===== config.mk =====
export PLATFORM = sky130hd
export DESIGN_NAME = wsc_watchdog_sleep
export DESIGN_NICKNAME = d
export VERILOG_FILES = /design/src/include/wsc_pkg.sv /design/src/rtl/wsc_watchdog_sleep.sv
export SDC_FILE = /design/constraint.sdc
export NUM_CORES = 1
export LEC_CHECK = 0
export BUFFER_PORTS_ARGS = -buffer_cell sky130_fd_sc_hd__buf_2
export CELL_PAD_IN_SITES_DETAIL_PLACEMENT = 2
export CELL_PAD_IN_SITES_GLOBAL_PLACEMENT = 2
export CORE_AREA = 2 2 125 127
export CTS_CLUSTER_DIAMETER = 30
export DETAILED_ROUTE_END_ITERATION = 10
export DIE_AREA = 0 0 127 129
export GPL_TIMING_DRIVEN = 0
export PLACE_DENSITY_LB_ADDON = 0.05
export SLEW_MARGIN = 0
export SYNTH_ARGS = -nofsm -noshare
export SYNTH_HDL_FRONTEND = slang
export SYNTH_SLANG_ARGS = --single-unit

===== constraint.sdc =====
create_clock -name pclk -period 3.5 [get_ports pclk]
set_clock_uncertainty 0.15 [all_clocks]
set_input_delay 0.7 -clock pclk [delete_from_list [all_inputs] [get_ports pclk]]
set_output_delay 0.7 -clock pclk [all_outputs]
set_load 0.05 [all_outputs]

===== src/include/wsc_pkg.sv =====
// package: constants, state and carrier types of the watchdog/sleep block
package wsc_pkg;

  // register indices (printed offsets); byte address is index times four
  localparam logic [15:0] WSC_IDX_OPTION = 16'h0081;
  localparam logic [15:0] WSC_IDX_CONFIG = 16'h2007;
  localparam logic [15:0] WSC_IDX_STATUS = 16'h0003;
  localparam logic [15:0] WSC_ADR_OPTION = {WSC_IDX_OPTION[13:0], 2'b00};
  localparam logic [15:0] WSC_ADR_CONFIG = {WSC_IDX_CONFIG[13:0], 2'b00};
  localparam logic [15:0] WSC_ADR_STATUS = {WSC_IDX_STATUS[13:0], 2'b00};

  // option register: reset value and watchdog fields
  localparam logic [7:0] WSC_OPT_RESET = 8'hFF;
  localparam int WSC_OPT_ASSIGN_BIT = 3;
  localparam int WSC_OPT_RATE_MSB  = 2;
  localparam int WSC_OPT_RATE_LSB  = 0;

  // configuration word fields
  localparam int WSC_CFG_WDT_EN_BIT = 2;
  localparam int WSC_CFG_OSC_BIT    = 0;

  // status register fields
  localparam int WSC_ST_PD_BIT    = 3;
  localparam int WSC_ST_TO_BIT    = 4;
  localparam int WSC_ST_ASLEEP_BIT = 0;

  // timing: pclk at 40 MHz
  localparam int WSC_CLK_MHZ       = 40;
  localparam int WSC_WDT_BASE_US   = 18000;
  localparam int WSC_WDT_BASE_CYC  = WSC_WDT_BASE_US * WSC_CLK_MHZ;
  localparam int WSC_OST_TOSC      = 1024;
  localparam int WSC_OST_CYC       = WSC_OST_TOSC;
  localparam logic [10:0] WSC_OST_LAST = 11'(WSC_OST_CYC - 1);

  // interrupt sources able to wake the core while asleep
  localparam logic [11:0] WSC_WAKE_MASK = 12'hDFE;

  typedef enum logic [2:0] {
    WSC_RUN    = 3'b000,
    WSC_SLEEP  = 3'b001,
    WSC_OST    = 3'b011,
    WSC_RESUME = 3'b010,
    WSC_DUMMY1 = 3'b110,
    WSC_DUMMY2 = 3'b111,
    WSC_VECTOR = 3'b101
  } wsc_state_e;

  typedef struct packed {
    logic        clr_wdt;
    logic        sleep;
    logic        global_irq_enable;
    logic [11:0] irq_flag;
    logic [11:0] irq_en;
  } wsc_core_in_s;

  typedef struct packed {
    logic dev_reset;
    logic osc_off;
    logic io_hold;
    logic core_stall;
    logic resume;
    logic dummy;
    logic vector;
  } wsc_core_out_s;

endpackage


===== src/rtl/wsc_watchdog_sleep.sv =====
// watchdog timer and sleep/wake control with an APB register slave
//
// Function
// - watchdog counts on its own, even asleep
// - time-out while running resets the device
// - time-out while asleep wakes and resumes
// - cleared enable bit disables watchdog permanently
// - base time-out about eighteen milliseconds
// - prescaler assignable, rate up to 128
// - clear or sleep clears counter and prescaler
// - clear leaves prescaler assignment unchanged
// - after sleep, time-out wakes, never resets
// - time-out in run or sleep clears the time-out flag
// - sleep clears watchdog, pd, sets to
// - pins hold their state during sleep
// - master reset resets; other wakes continue
// - pd set at power-up, cleared by sleep
// - only listed peripheral interrupts can wake
// - wake on enabled interrupt, ignoring global enable
// - run next instruction, then vector or inline
// - sleep with pending interrupt is no-op
// - interrupt during sleep: finish sleep, wake
// - oscillator start delay unless external clock
`timescale 1ns/1ps
`default_nettype none

module wsc_watchdog_sleep #(
  parameter int unsigned WDT_BASE_CYCLES = wsc_pkg::WSC_WDT_BASE_CYC,
  parameter int          CW              = 20
) (
  // clock, reset, enable
  input  wire logic                  pclk,
  input  wire logic                  presetn,
  input  wire logic                  ce,
  // apb slave
  input  wire logic                  psel,
  input  wire logic                  penable,
  input  wire logic                  pwrite,
  input  wire logic [15:0]           paddr,
  input  wire logic [31:0]           pwdata,
  input  wire logic [3:0]            pstrb,
  output logic                       pready,
  output logic [31:0]                prdata,
  output logic                       pslverr,
  // pins and configuration
  input  wire logic                  master_reset_pin_n,
  input  wire logic [7:0]            cfg_word,
  // processor core
  input  wire wsc_pkg::wsc_core_in_s core_i,
  output wsc_pkg::wsc_core_out_s     core_o
);
  import wsc_pkg::*;

  // post-scale limit: ratio minus one when assigned, else one base period
  function automatic logic [7:0] wsc_post_limit(input logic [7:0] opt);
    logic [2:0] rate;
    rate = opt[WSC_OPT_RATE_MSB:WSC_OPT_RATE_LSB];
    if (opt[WSC_OPT_ASSIGN_BIT]) begin
      return (8'h01 << rate) - 8'h01;
    end
    return 8'h00;
  endfunction

  // address decode for the error path; reads decode paddr in their own case
  function automatic logic wsc_hit(input logic [15:0] a);
    return (a == WSC_ADR_OPTION) || (a == WSC_ADR_CONFIG) ||
           (a == WSC_ADR_STATUS);
  endfunction

  localparam logic [CW-1:0] BASE_LAST = CW'(WDT_BASE_CYCLES - 1);

  wsc_state_e    state;
  logic [7:0]    opt_reg;
  logic [7:0]    cfg_reg;
  logic          cfg_done_reg;
  logic          to_reg;
  logic          pd_reg;
  logic          vec_reg;
  logic [10:0]   ost_cnt;
  logic [CW-1:0] base_cnt;
  logic [7:0]    post_cnt;
  logic          wdt_to_reg;
  logic          wdt_en;
  logic          ext_clk;
  logic          wdt_hit;
  logic          irq_pend;
  logic          irq_wake;
  logic          sleep_go;
  logic          opt_wr;

  // derived conditions
  // enable only from the latched word
  assign wdt_en   = cfg_done_reg && cfg_reg[WSC_CFG_WDT_EN_BIT];
  assign ext_clk  = cfg_reg[WSC_CFG_OSC_BIT];
  assign wdt_hit  = wdt_to_reg && wdt_en;
  assign irq_pend = |(core_i.irq_flag & core_i.irq_en);
  // sources outside the mask stay asleep
  assign irq_wake = |(core_i.irq_flag & core_i.irq_en & WSC_WAKE_MASK);
  // pending interrupt turns sleep into a no-op
  assign sleep_go = (state == WSC_RUN) && core_i.sleep && !irq_pend &&
                    !wdt_hit && master_reset_pin_n;
  assign opt_wr   = psel && penable && pready && pwrite && pstrb[0] &&
                    (paddr == WSC_ADR_OPTION);

  // configuration word is caught once, after reset is released
  always_ff @(posedge pclk or negedge presetn) begin
    if (!presetn) begin
      cfg_reg      <= 8'h00;
      cfg_done_reg <= 1'b0;
    end else if (ce && !cfg_done_reg) begin
      cfg_reg      <= cfg_word;
      cfg_done_reg <= 1'b1;
    end
  end

  // option register; any device reset returns it to all ones
  always_ff @(posedge pclk or negedge presetn) begin
    if (!presetn) begin
      opt_reg <= WSC_OPT_RESET;
    end else if (ce) begin
      if (core_o.dev_reset) begin
        opt_reg <= WSC_OPT_RESET;
      end else if (opt_wr) begin
        opt_reg <= pwdata[7:0];
      end
    end
  end

  // watchdog: base counter plus post-scaler, free of the core's state
  // counts in run and sleep alike
  always_ff @(posedge pclk or negedge presetn) begin
    if (!presetn) begin
      base_cnt   <= '0;
      post_cnt   <= 8'h00;
      wdt_to_reg <= 1'b0;
    end else if (ce) begin
      wdt_to_reg <= 1'b0;
      if (!wdt_en) begin
        base_cnt <= '0;
        post_cnt <= 8'h00;
      end else if (core_i.clr_wdt || sleep_go || core_o.dev_reset) begin
        base_cnt <= '0;
        post_cnt <= 8'h00;
      end else if (base_cnt == BASE_LAST) begin
        base_cnt <= '0;
        if (post_cnt >= wsc_post_limit(opt_reg)) begin
          post_cnt   <= 8'h00;
          wdt_to_reg <= 1'b1;
        end else begin
          post_cnt <= post_cnt + 8'h01;
        end
      end else begin
        base_cnt <= base_cnt + CW'(1);
      end
    end
  end

  // sleep/wake sequencer, flags and core controls
  // a counter is used for the start-up delay since the oscillator
  // is modelled as pclk itself; the count is in its periods
  always_ff @(posedge pclk or negedge presetn) begin
    if (!presetn) begin
      state   <= WSC_RUN;
      core_o  <= '0;
      to_reg  <= 1'b1;
      pd_reg  <= 1'b1;
      vec_reg <= 1'b0;
      ost_cnt <= 11'h000;
    end else if (ce) begin
      core_o.dev_reset <= 1'b0;
      core_o.resume    <= 1'b0;
      core_o.dummy     <= 1'b0;
      core_o.vector    <= 1'b0;
      if (!master_reset_pin_n) begin
        // master reset returns to run and pulses device reset; to and pd keep their values
        state             <= WSC_RUN;
        core_o.dev_reset  <= 1'b1;
        core_o.osc_off    <= 1'b0;
        core_o.io_hold    <= 1'b0;
        core_o.core_stall <= 1'b0;
        vec_reg           <= 1'b0;
      end else begin
        case (state)
          WSC_RUN: begin
            if (wdt_hit) begin
              core_o.dev_reset <= 1'b1;
              to_reg           <= 1'b0;
            end else if (sleep_go) begin
              pd_reg            <= 1'b0;
              to_reg            <= 1'b1;
              core_o.osc_off    <= 1'b1;
              core_o.io_hold    <= 1'b1;
              core_o.core_stall <= 1'b1;
              state             <= WSC_SLEEP;
            end
          end
          WSC_SLEEP: begin
            // late interrupt seen right after entry
            if (wdt_hit || irq_wake) begin
              if (wdt_hit) begin
                to_reg <= 1'b0;
              end
              // vector only for interrupt with global enable
              vec_reg        <= irq_wake && !wdt_hit && core_i.global_irq_enable;
              core_o.osc_off <= 1'b0;
              ost_cnt        <= 11'h000;
              // no start-up delay on external clock
              state <= ext_clk ? WSC_RESUME : WSC_OST;
            end
          end
          WSC_OST: begin
            if (ost_cnt == WSC_OST_LAST) begin
              state <= WSC_RESUME;
            end else begin
              ost_cnt <= ost_cnt + 11'h001;
            end
          end
          WSC_RESUME: begin
            core_o.core_stall <= 1'b0;
            core_o.io_hold    <= 1'b0;
            core_o.resume     <= 1'b1;
            state <= vec_reg ? WSC_DUMMY1 : WSC_RUN;
          end
          WSC_DUMMY1: begin
            core_o.dummy <= 1'b1;
            state        <= WSC_DUMMY2;
          end
          WSC_DUMMY2: begin
            core_o.dummy <= 1'b1;
            state        <= WSC_VECTOR;
          end
          WSC_VECTOR: begin
            core_o.vector <= 1'b1;
            vec_reg       <= 1'b0;
            state         <= WSC_RUN;
          end
          default: begin
            state <= WSC_RUN;
          end
        endcase
      end
    end
  end

  // apb slave: one wait-free access phase, data caught in setup
  always_ff @(posedge pclk or negedge presetn) begin
    if (!presetn) begin
      pready  <= 1'b0;
      prdata  <= 32'h0000_0000;
      pslverr <= 1'b0;
    end else if (ce) begin
      pready <= psel && !penable;
      if (psel && !penable) begin
        pslverr <= !wsc_hit(paddr);
        case (paddr)
          WSC_ADR_OPTION: prdata <= {24'h000000, opt_reg};
          WSC_ADR_CONFIG: prdata <= {24'h000000, cfg_reg};
          WSC_ADR_STATUS: begin
            prdata <= 32'h0000_0000;
            prdata[WSC_ST_TO_BIT] <= to_reg;
            prdata[WSC_ST_PD_BIT] <= pd_reg;
            prdata[WSC_ST_ASLEEP_BIT] <= (state == WSC_SLEEP);
          end
          default: prdata <= 32'h0000_0000;
        endcase
      end
    end
  end
endmodule

`default_nettype wire


# --- After elaboration in Yosys (flattened, before gate mapping) ---
# Cells that the tools add are included.
# W data, S select, Z words.
word_totals:
  register_bits: 104
  inputBits: 94
  output_inout_bits: 41
op_classes:
  add_sub_neg: 4
  magnitude_cmp: 1
  eq_ne: 23
  shifts: 1
  mux: 56
  bitwise_logic: 2
  reduce_logical: 42
ops:
  columns: ["operator", "n"]
  rows:
  - ["$mux W8", 12]
  - ["$mux W20", 3]
  - ["$mux W3", 9]
  - ["$pmux W8 S3", 1]
  - ["$mux W1", 22]
  - ["$mux W11", 2]
  - ["$pmux W11 S2", 1]
  - ["$add A20 B1 Y20 const B", 1]
  - ["$eq A20 B20 Y1 const B", 1]
  - ["$reduce_and A5 Y1", 4]
  - ["$pmux W3 S6", 1]
  - ["$eq A16 B10 Y1 const B", 1]
  - ["$eq A16 B16 Y1 const B", 1]
  - ["$eq A16 B4 Y1 const B", 1]
  - ["$logic_and A1 B1 Y1", 15]
  - ["$ne A3 B3 Y1 const B", 5]
  - ["$and A12 B12 Y12", 1]
  - ["$ne A3 B1 Y1 const B", 4]
  - ["$reduce_or A12 Y1", 1]
  - ["$add A11 B1 Y11 const B", 1]
  - ["$eq A11 B10 Y1 const B", 1]
  - ["$reduce_or A10 Y1", 1]
  - ["$eq A3 B3 Y1 const B", 3]
  - ["$add A8 B1 Y8 const B", 1]
  - ["other kinds (19)", 36]

# --- Depth between registers and ports, before layout ---
logic_depth:
  ltp_word: 21
  ltp_mapped: 10
  mapped_depth_nobuf: 9

# --- Worst setup path before layout ---
# OpenSTA, ideal clock, no wires.
synth_timing:
  path_type: "flip-flop to flip-flop"
  startpoint: "reg opt_reg[3]"
  endpoint: "reg post_cnt[3]"
  arrival_ns: 2.503
  required_time_ns: 3.249
  slack_ns: 0.747
  path_stages_with_launch: 11
  n_path_buf: 1
  path_cell_list: "dfstp_2 -> clkbuf_1 -> o21ai_0 -> nand2_1 -> ha_1 -> nand2b_1 -> a2111oi_0 -> nor3_1 -> nor3b_2 -> nand2_2 -> o311ai_2"
synth_between:
  elab_chain_cells: 15
synth_rtl:
  columns: ["item", "line_no", "rtl"]
  rows:
  - ["from (decl)", "wsc_watchdog_sleep.sv:73", "logic [7:0] opt_reg;"]
  - ["from (signal assigned)", "wsc_watchdog_sleep.sv:124", "opt_reg <= pwdata[7:0];"]
  - ["$mux W1", "wsc_watchdog_sleep.sv:58", "if (opt[WSC_OPT_ASSIGN_BIT]) begin"]
  - ["$mux W1", "wsc_watchdog_sleep.sv:144", "end else if (base_cnt == BASE_LAST) begin"]
  - ["$mux W1", "wsc_watchdog_sleep.sv:141", "end else if (core_i.clr_wdt || sleep_go || core_o.dev_reset) begin"]
  - ["$mux W1", "wsc_watchdog_sleep.sv:138", "if (!wdt_en) begin"]
  - ["$mux W1", "wsc_watchdog_sleep.sv:136", "end else if (ce) begin"]
  - ["$mux W8", "wsc_watchdog_sleep.sv:61", "return 8'h00;"]
  - ["$mux W8", "wsc_watchdog_sleep.sv:144", null]
  - ["$mux W8", "wsc_watchdog_sleep.sv:141", null]
  - ["$mux W8", "wsc_watchdog_sleep.sv:138", null]
  - ["$mux W8", "wsc_watchdog_sleep.sv:136", null]
  - ["$ge A8 B8 Y1", "wsc_watchdog_sleep.sv:146", "if (post_cnt >= wsc_post_limit(opt_reg)) begin"]
  - ["$mux W8", "wsc_watchdog_sleep.sv:146", null]
  - ["$mux W8", "wsc_watchdog_sleep.sv:144", null]
  - ["$mux W8", "wsc_watchdog_sleep.sv:141", null]
  - ["$mux W8", "wsc_watchdog_sleep.sv:138", null]
  - ["to (signal assigned)", "wsc_watchdog_sleep.sv:150", "post_cnt <= post_cnt + 8'h01;"]
  - ["to (decl)", "wsc_watchdog_sleep.sv:81", "logic [7:0] post_cnt;"]
# No other way between the ends. The select of a mux whose other input is x is not followed.
# A chain may end at the register's enable or synchronous reset.

# --- Worst setup path after layout ---
layout_timing:
  startpoint: "reg opt_reg[3]"
  endpoint: "reg post_cnt[6]"
# Same word-level chain as after synthesis.

==> impl_metrics.yaml <==
run_status:
  status: "finished, final reports clean"
timing:
  min_period_over_period_pct: 92.4
  layout_min_cycle_time_ps: 3240
  slew_viol_final: 0
  setup_viol: 0
  fin_hold_ws_ps: 152
  setup_tns_ps: 0
  hold_viol: 0
  fmax_mhz: 309
  max_slew.worst_pin.slew_ps: 1080
  rsz0062_at_grt: "false"
  max-slew-margin-rel_pct: 27.9
cts:
  clkSinkCount: 79
  clk_path_buf_depth: 2
  post_cts_resized: 0
  htree_levels: 3
  cts_tree: "yes"
  cts_buffers: 9
  cts_root_buf: "clkbuf_16"
  clk_pin_slew_worst_paths_ps: 70
  clkLatencyLatePin_ps: 340
  hold_buffers: 0
  post_cts_buffers: 0
cells_and_area:
  top_regs: "base_cnt: 20 flops, ost_cnt: 11 flops"
  layout.nets: 704
  regMostFlops: "base_cnt"
  n_fill_cell: 1687
  drive_above_1_share_pct: 27.8
  layout.cells.non_filler: 792
  largest_reg_flops: 20
  area_growth_syn_to_layout_pct: 23.3
  n_antenna_cell: 0
  final_core_util_pct: 37.6
routing:
  ant_nets: 0
  wl_per_cell_microns: 17.1
  dr.pass1.iters: 4
  remaining_drc_errors: 0
  first_iter_violations: 112
  wirelength_mm: 13.5
  viasPerCell: 5.14
  vias: 4074
power_and_ir_drop:
  power_density_mw_per_mm2: 431
  ir_worst_vdd_mv: 0.244
  p_leak_nw: 2.56
  power_mw: 2.42
global_routing:
  track_usage_pct: 17.4
  grt_first_pass_wirelength_mm: 22.5
  grt_overflow: 0
  grt_pass1_vias: 4446
  grt_max_degree: 50
  antenna_found_initial: 0
synthesis:
  yosysTopAreaCellShare_pct: 37.8
  syn_area_sq_mm: 0.00456
  ys_seq_area_share_pct: 43.6
  syn_inst: 481
  synth-seq-cells: 79
  yosysTopAreaCell: "dfrtp_1"
  syn_avg_cell_area_sq_um: 9.48
  synth_edf_count: 0
  yosysWarnings: 0
  ys_dominant_reg_cell: "dfrtp_1"
  synthDistinctLibCells: 67
  synth-async-reset-ratio_pct: 100
  synth_area_leaders: "dfrtp_1 38%, dfstp_2 5.8%, buf_4 4.3%, nor2_1 3.9%, o21ai_0 3.6%"
die:
  design.die.area_sq_mm: 0.0164
  core_area_sq_mm: 0.0150
  die_w_microns: 127
  ios: 135
  rows: 45
  die_h_microns: 129
  start_util_pct: 30.5
hold_path:
  min_path_type: "in -> async"
critical_path:
  critPathMaxStageDelay_ps: 540
  r2r_end: "post_cnt[6]$_DFFE_PN0P_"
  startpoint_type: "register"
  critPathRequiredTime_ps: 3600
  r2r-start: "opt_reg[3]$_DFFE_PN1P_"
  critPathCaptureType: "register"
  cpMaxStageDelayCell: "a2111oi_1"
  crit_arrival_ps: 3330
  rr_worst_depth: 10
  worstSetupPathType: "reg -> reg"
  path_max_fanout: 9
  r2r_slack_ps: 260
  path_cells: "clkbuf_1 > o21ai_0 > nand2_1 > ha_1 > nand2b_1 > a2111oi_1 > nor3_1 > nor3b_2 > nand2_2 > o311ai_2"
placement:
  hpwl_mm: 10.2
  io_buffers: 83
  place_inst: 776
  gp_congestion: 0.758
flow_run:
  drv_cap: 0
[worst max-delay path by stage]
stage / from / endpoint / cells past startpoint
5_1_grt: opt_reg[3]$_DFFE_PN1P_ / post_cnt[6]$_DFFE_PN0P_ / 10
4_1_cts: opt_reg[3]$_DFFE_PN1P_ / post_cnt[6]$_DFFE_PN0P_ / 10
3_3_place_gp: opt_reg[3]$_DFFE_PN1P_ / post_cnt[3]$_DFFE_PN0P_ / 10
2_1_floorplan: opt_reg[3]$_DFFE_PN1P_ / post_cnt[3]$_DFFE_PN0P_ / 10
3_5_place_dp: opt_reg[3]$_DFFE_PN1P_ / post_cnt[3]$_DFFE_PN0P_ / 10
6_report: opt_reg[3]$_DFFE_PN1P_ / post_cnt[6]$_DFFE_PN0P_ / 10
[cell usage after synthesis, types with 6 or more instances]
library cell,count
nor2_1,48
dfrtp_1,69
o22a_1,11
nand3_1,32
o21ai_0,33
a22oi_1,16
clkbuf_1,11
xnor2_1,9
nand2_1,42
and3_1,13
a31oi_1,6
buf_4,26
mux2_2,9
xor2_1,14
dfstp_2,10
a21oi_1,6
nand4_1,11
nor3_1,11
ha_1,11
inv_1,14
[placed cells by master (no fill, tap or decap), types with 13 or more instances in the layout]
| cell | instances |
|---|---|
| nand2_1 | 42 |
| xor2_1 | 14 |
| nor2_1 | 48 |
| inv_1 | 14 |
| and3_1 | 13 |
| buf_2 | 85 |
| buf_4 | 27 |
| o21ai_0 | 33 |
| dfrtp_1 | 69 |
| a22oi_1 | 16 |
| conb_1 | 25 |
| nand3_1 | 32 |
[cell type report]
type / count / area, sq um / area share [%]
well taps: 188 / 235 / 4.18
flip-flops and latches: 79 / 1990 / 35.4
inverters: 14 / 52.6 / 0.934
plain buffers: 44 / 289 / 5.14
clock buffers: 12 / 267 / 4.74
multi-input cells: 367 / 2320 / 41.2
repair buffers: 84 / 445 / 7.92
clock inverters: 4 / 28.8 / 0.512
[critical path, delay by kind of cell, from the launching register on]
kind / cells / cell delay [ps]
compound gates: 3 / 1090
simple gates: 5 / 860
flops: 1 / 510
buf+inv: 1 / 300
fa+ha+maj: 1 / 220
[stage by stage]
| stage | instance area, sq um | worst slack, ps |
|---|---|---|
| 2_1_floorplan | 4650 | 747 |
| 4_1_cts | 5620 | 143 |
| 6_report | 5630 | 265 |
| 3_5_place_dp | 5330 | 188 |
| 3_3_place_gp | 5300 | 347 |
| 5_1_grt | 5630 | 69.8 |
[report_power, final]
group	leakage [nW]	internal [mW]	switching, mW
Combinational	1.38	0.159	0.319
Clock	0.141	0.539	0.396
Sequential	1.04	0.965	0.0452
Total	2.56	1.66	0.761
[per-layer routing]
metal / track usage, % / part of all wire (%)
met5: 0 / 0
met4: 5.82 / 1.2
met3: 3.20 / 3.8
met2: 30.6 / 50
met1: 21.6 / 45
[cell families after synthesis]
logic type | Yosys count | share of synthesized area (%)
AND/OR/NAND/NOR | 196 | 22.6
AO/OA/AOI/OAI | 101 | 16.0
flip-flops | 79 | 43.6
buffers and inverters | 58 | 7.49
XOR/XNOR | 23 | 4.42
adder cells (fa/ha/maj) | 11 | 3.02
multiplexers | 11 | 2.66
other | 2 | 0.165
Note: power is estimated with default switching activity, not from simulation.
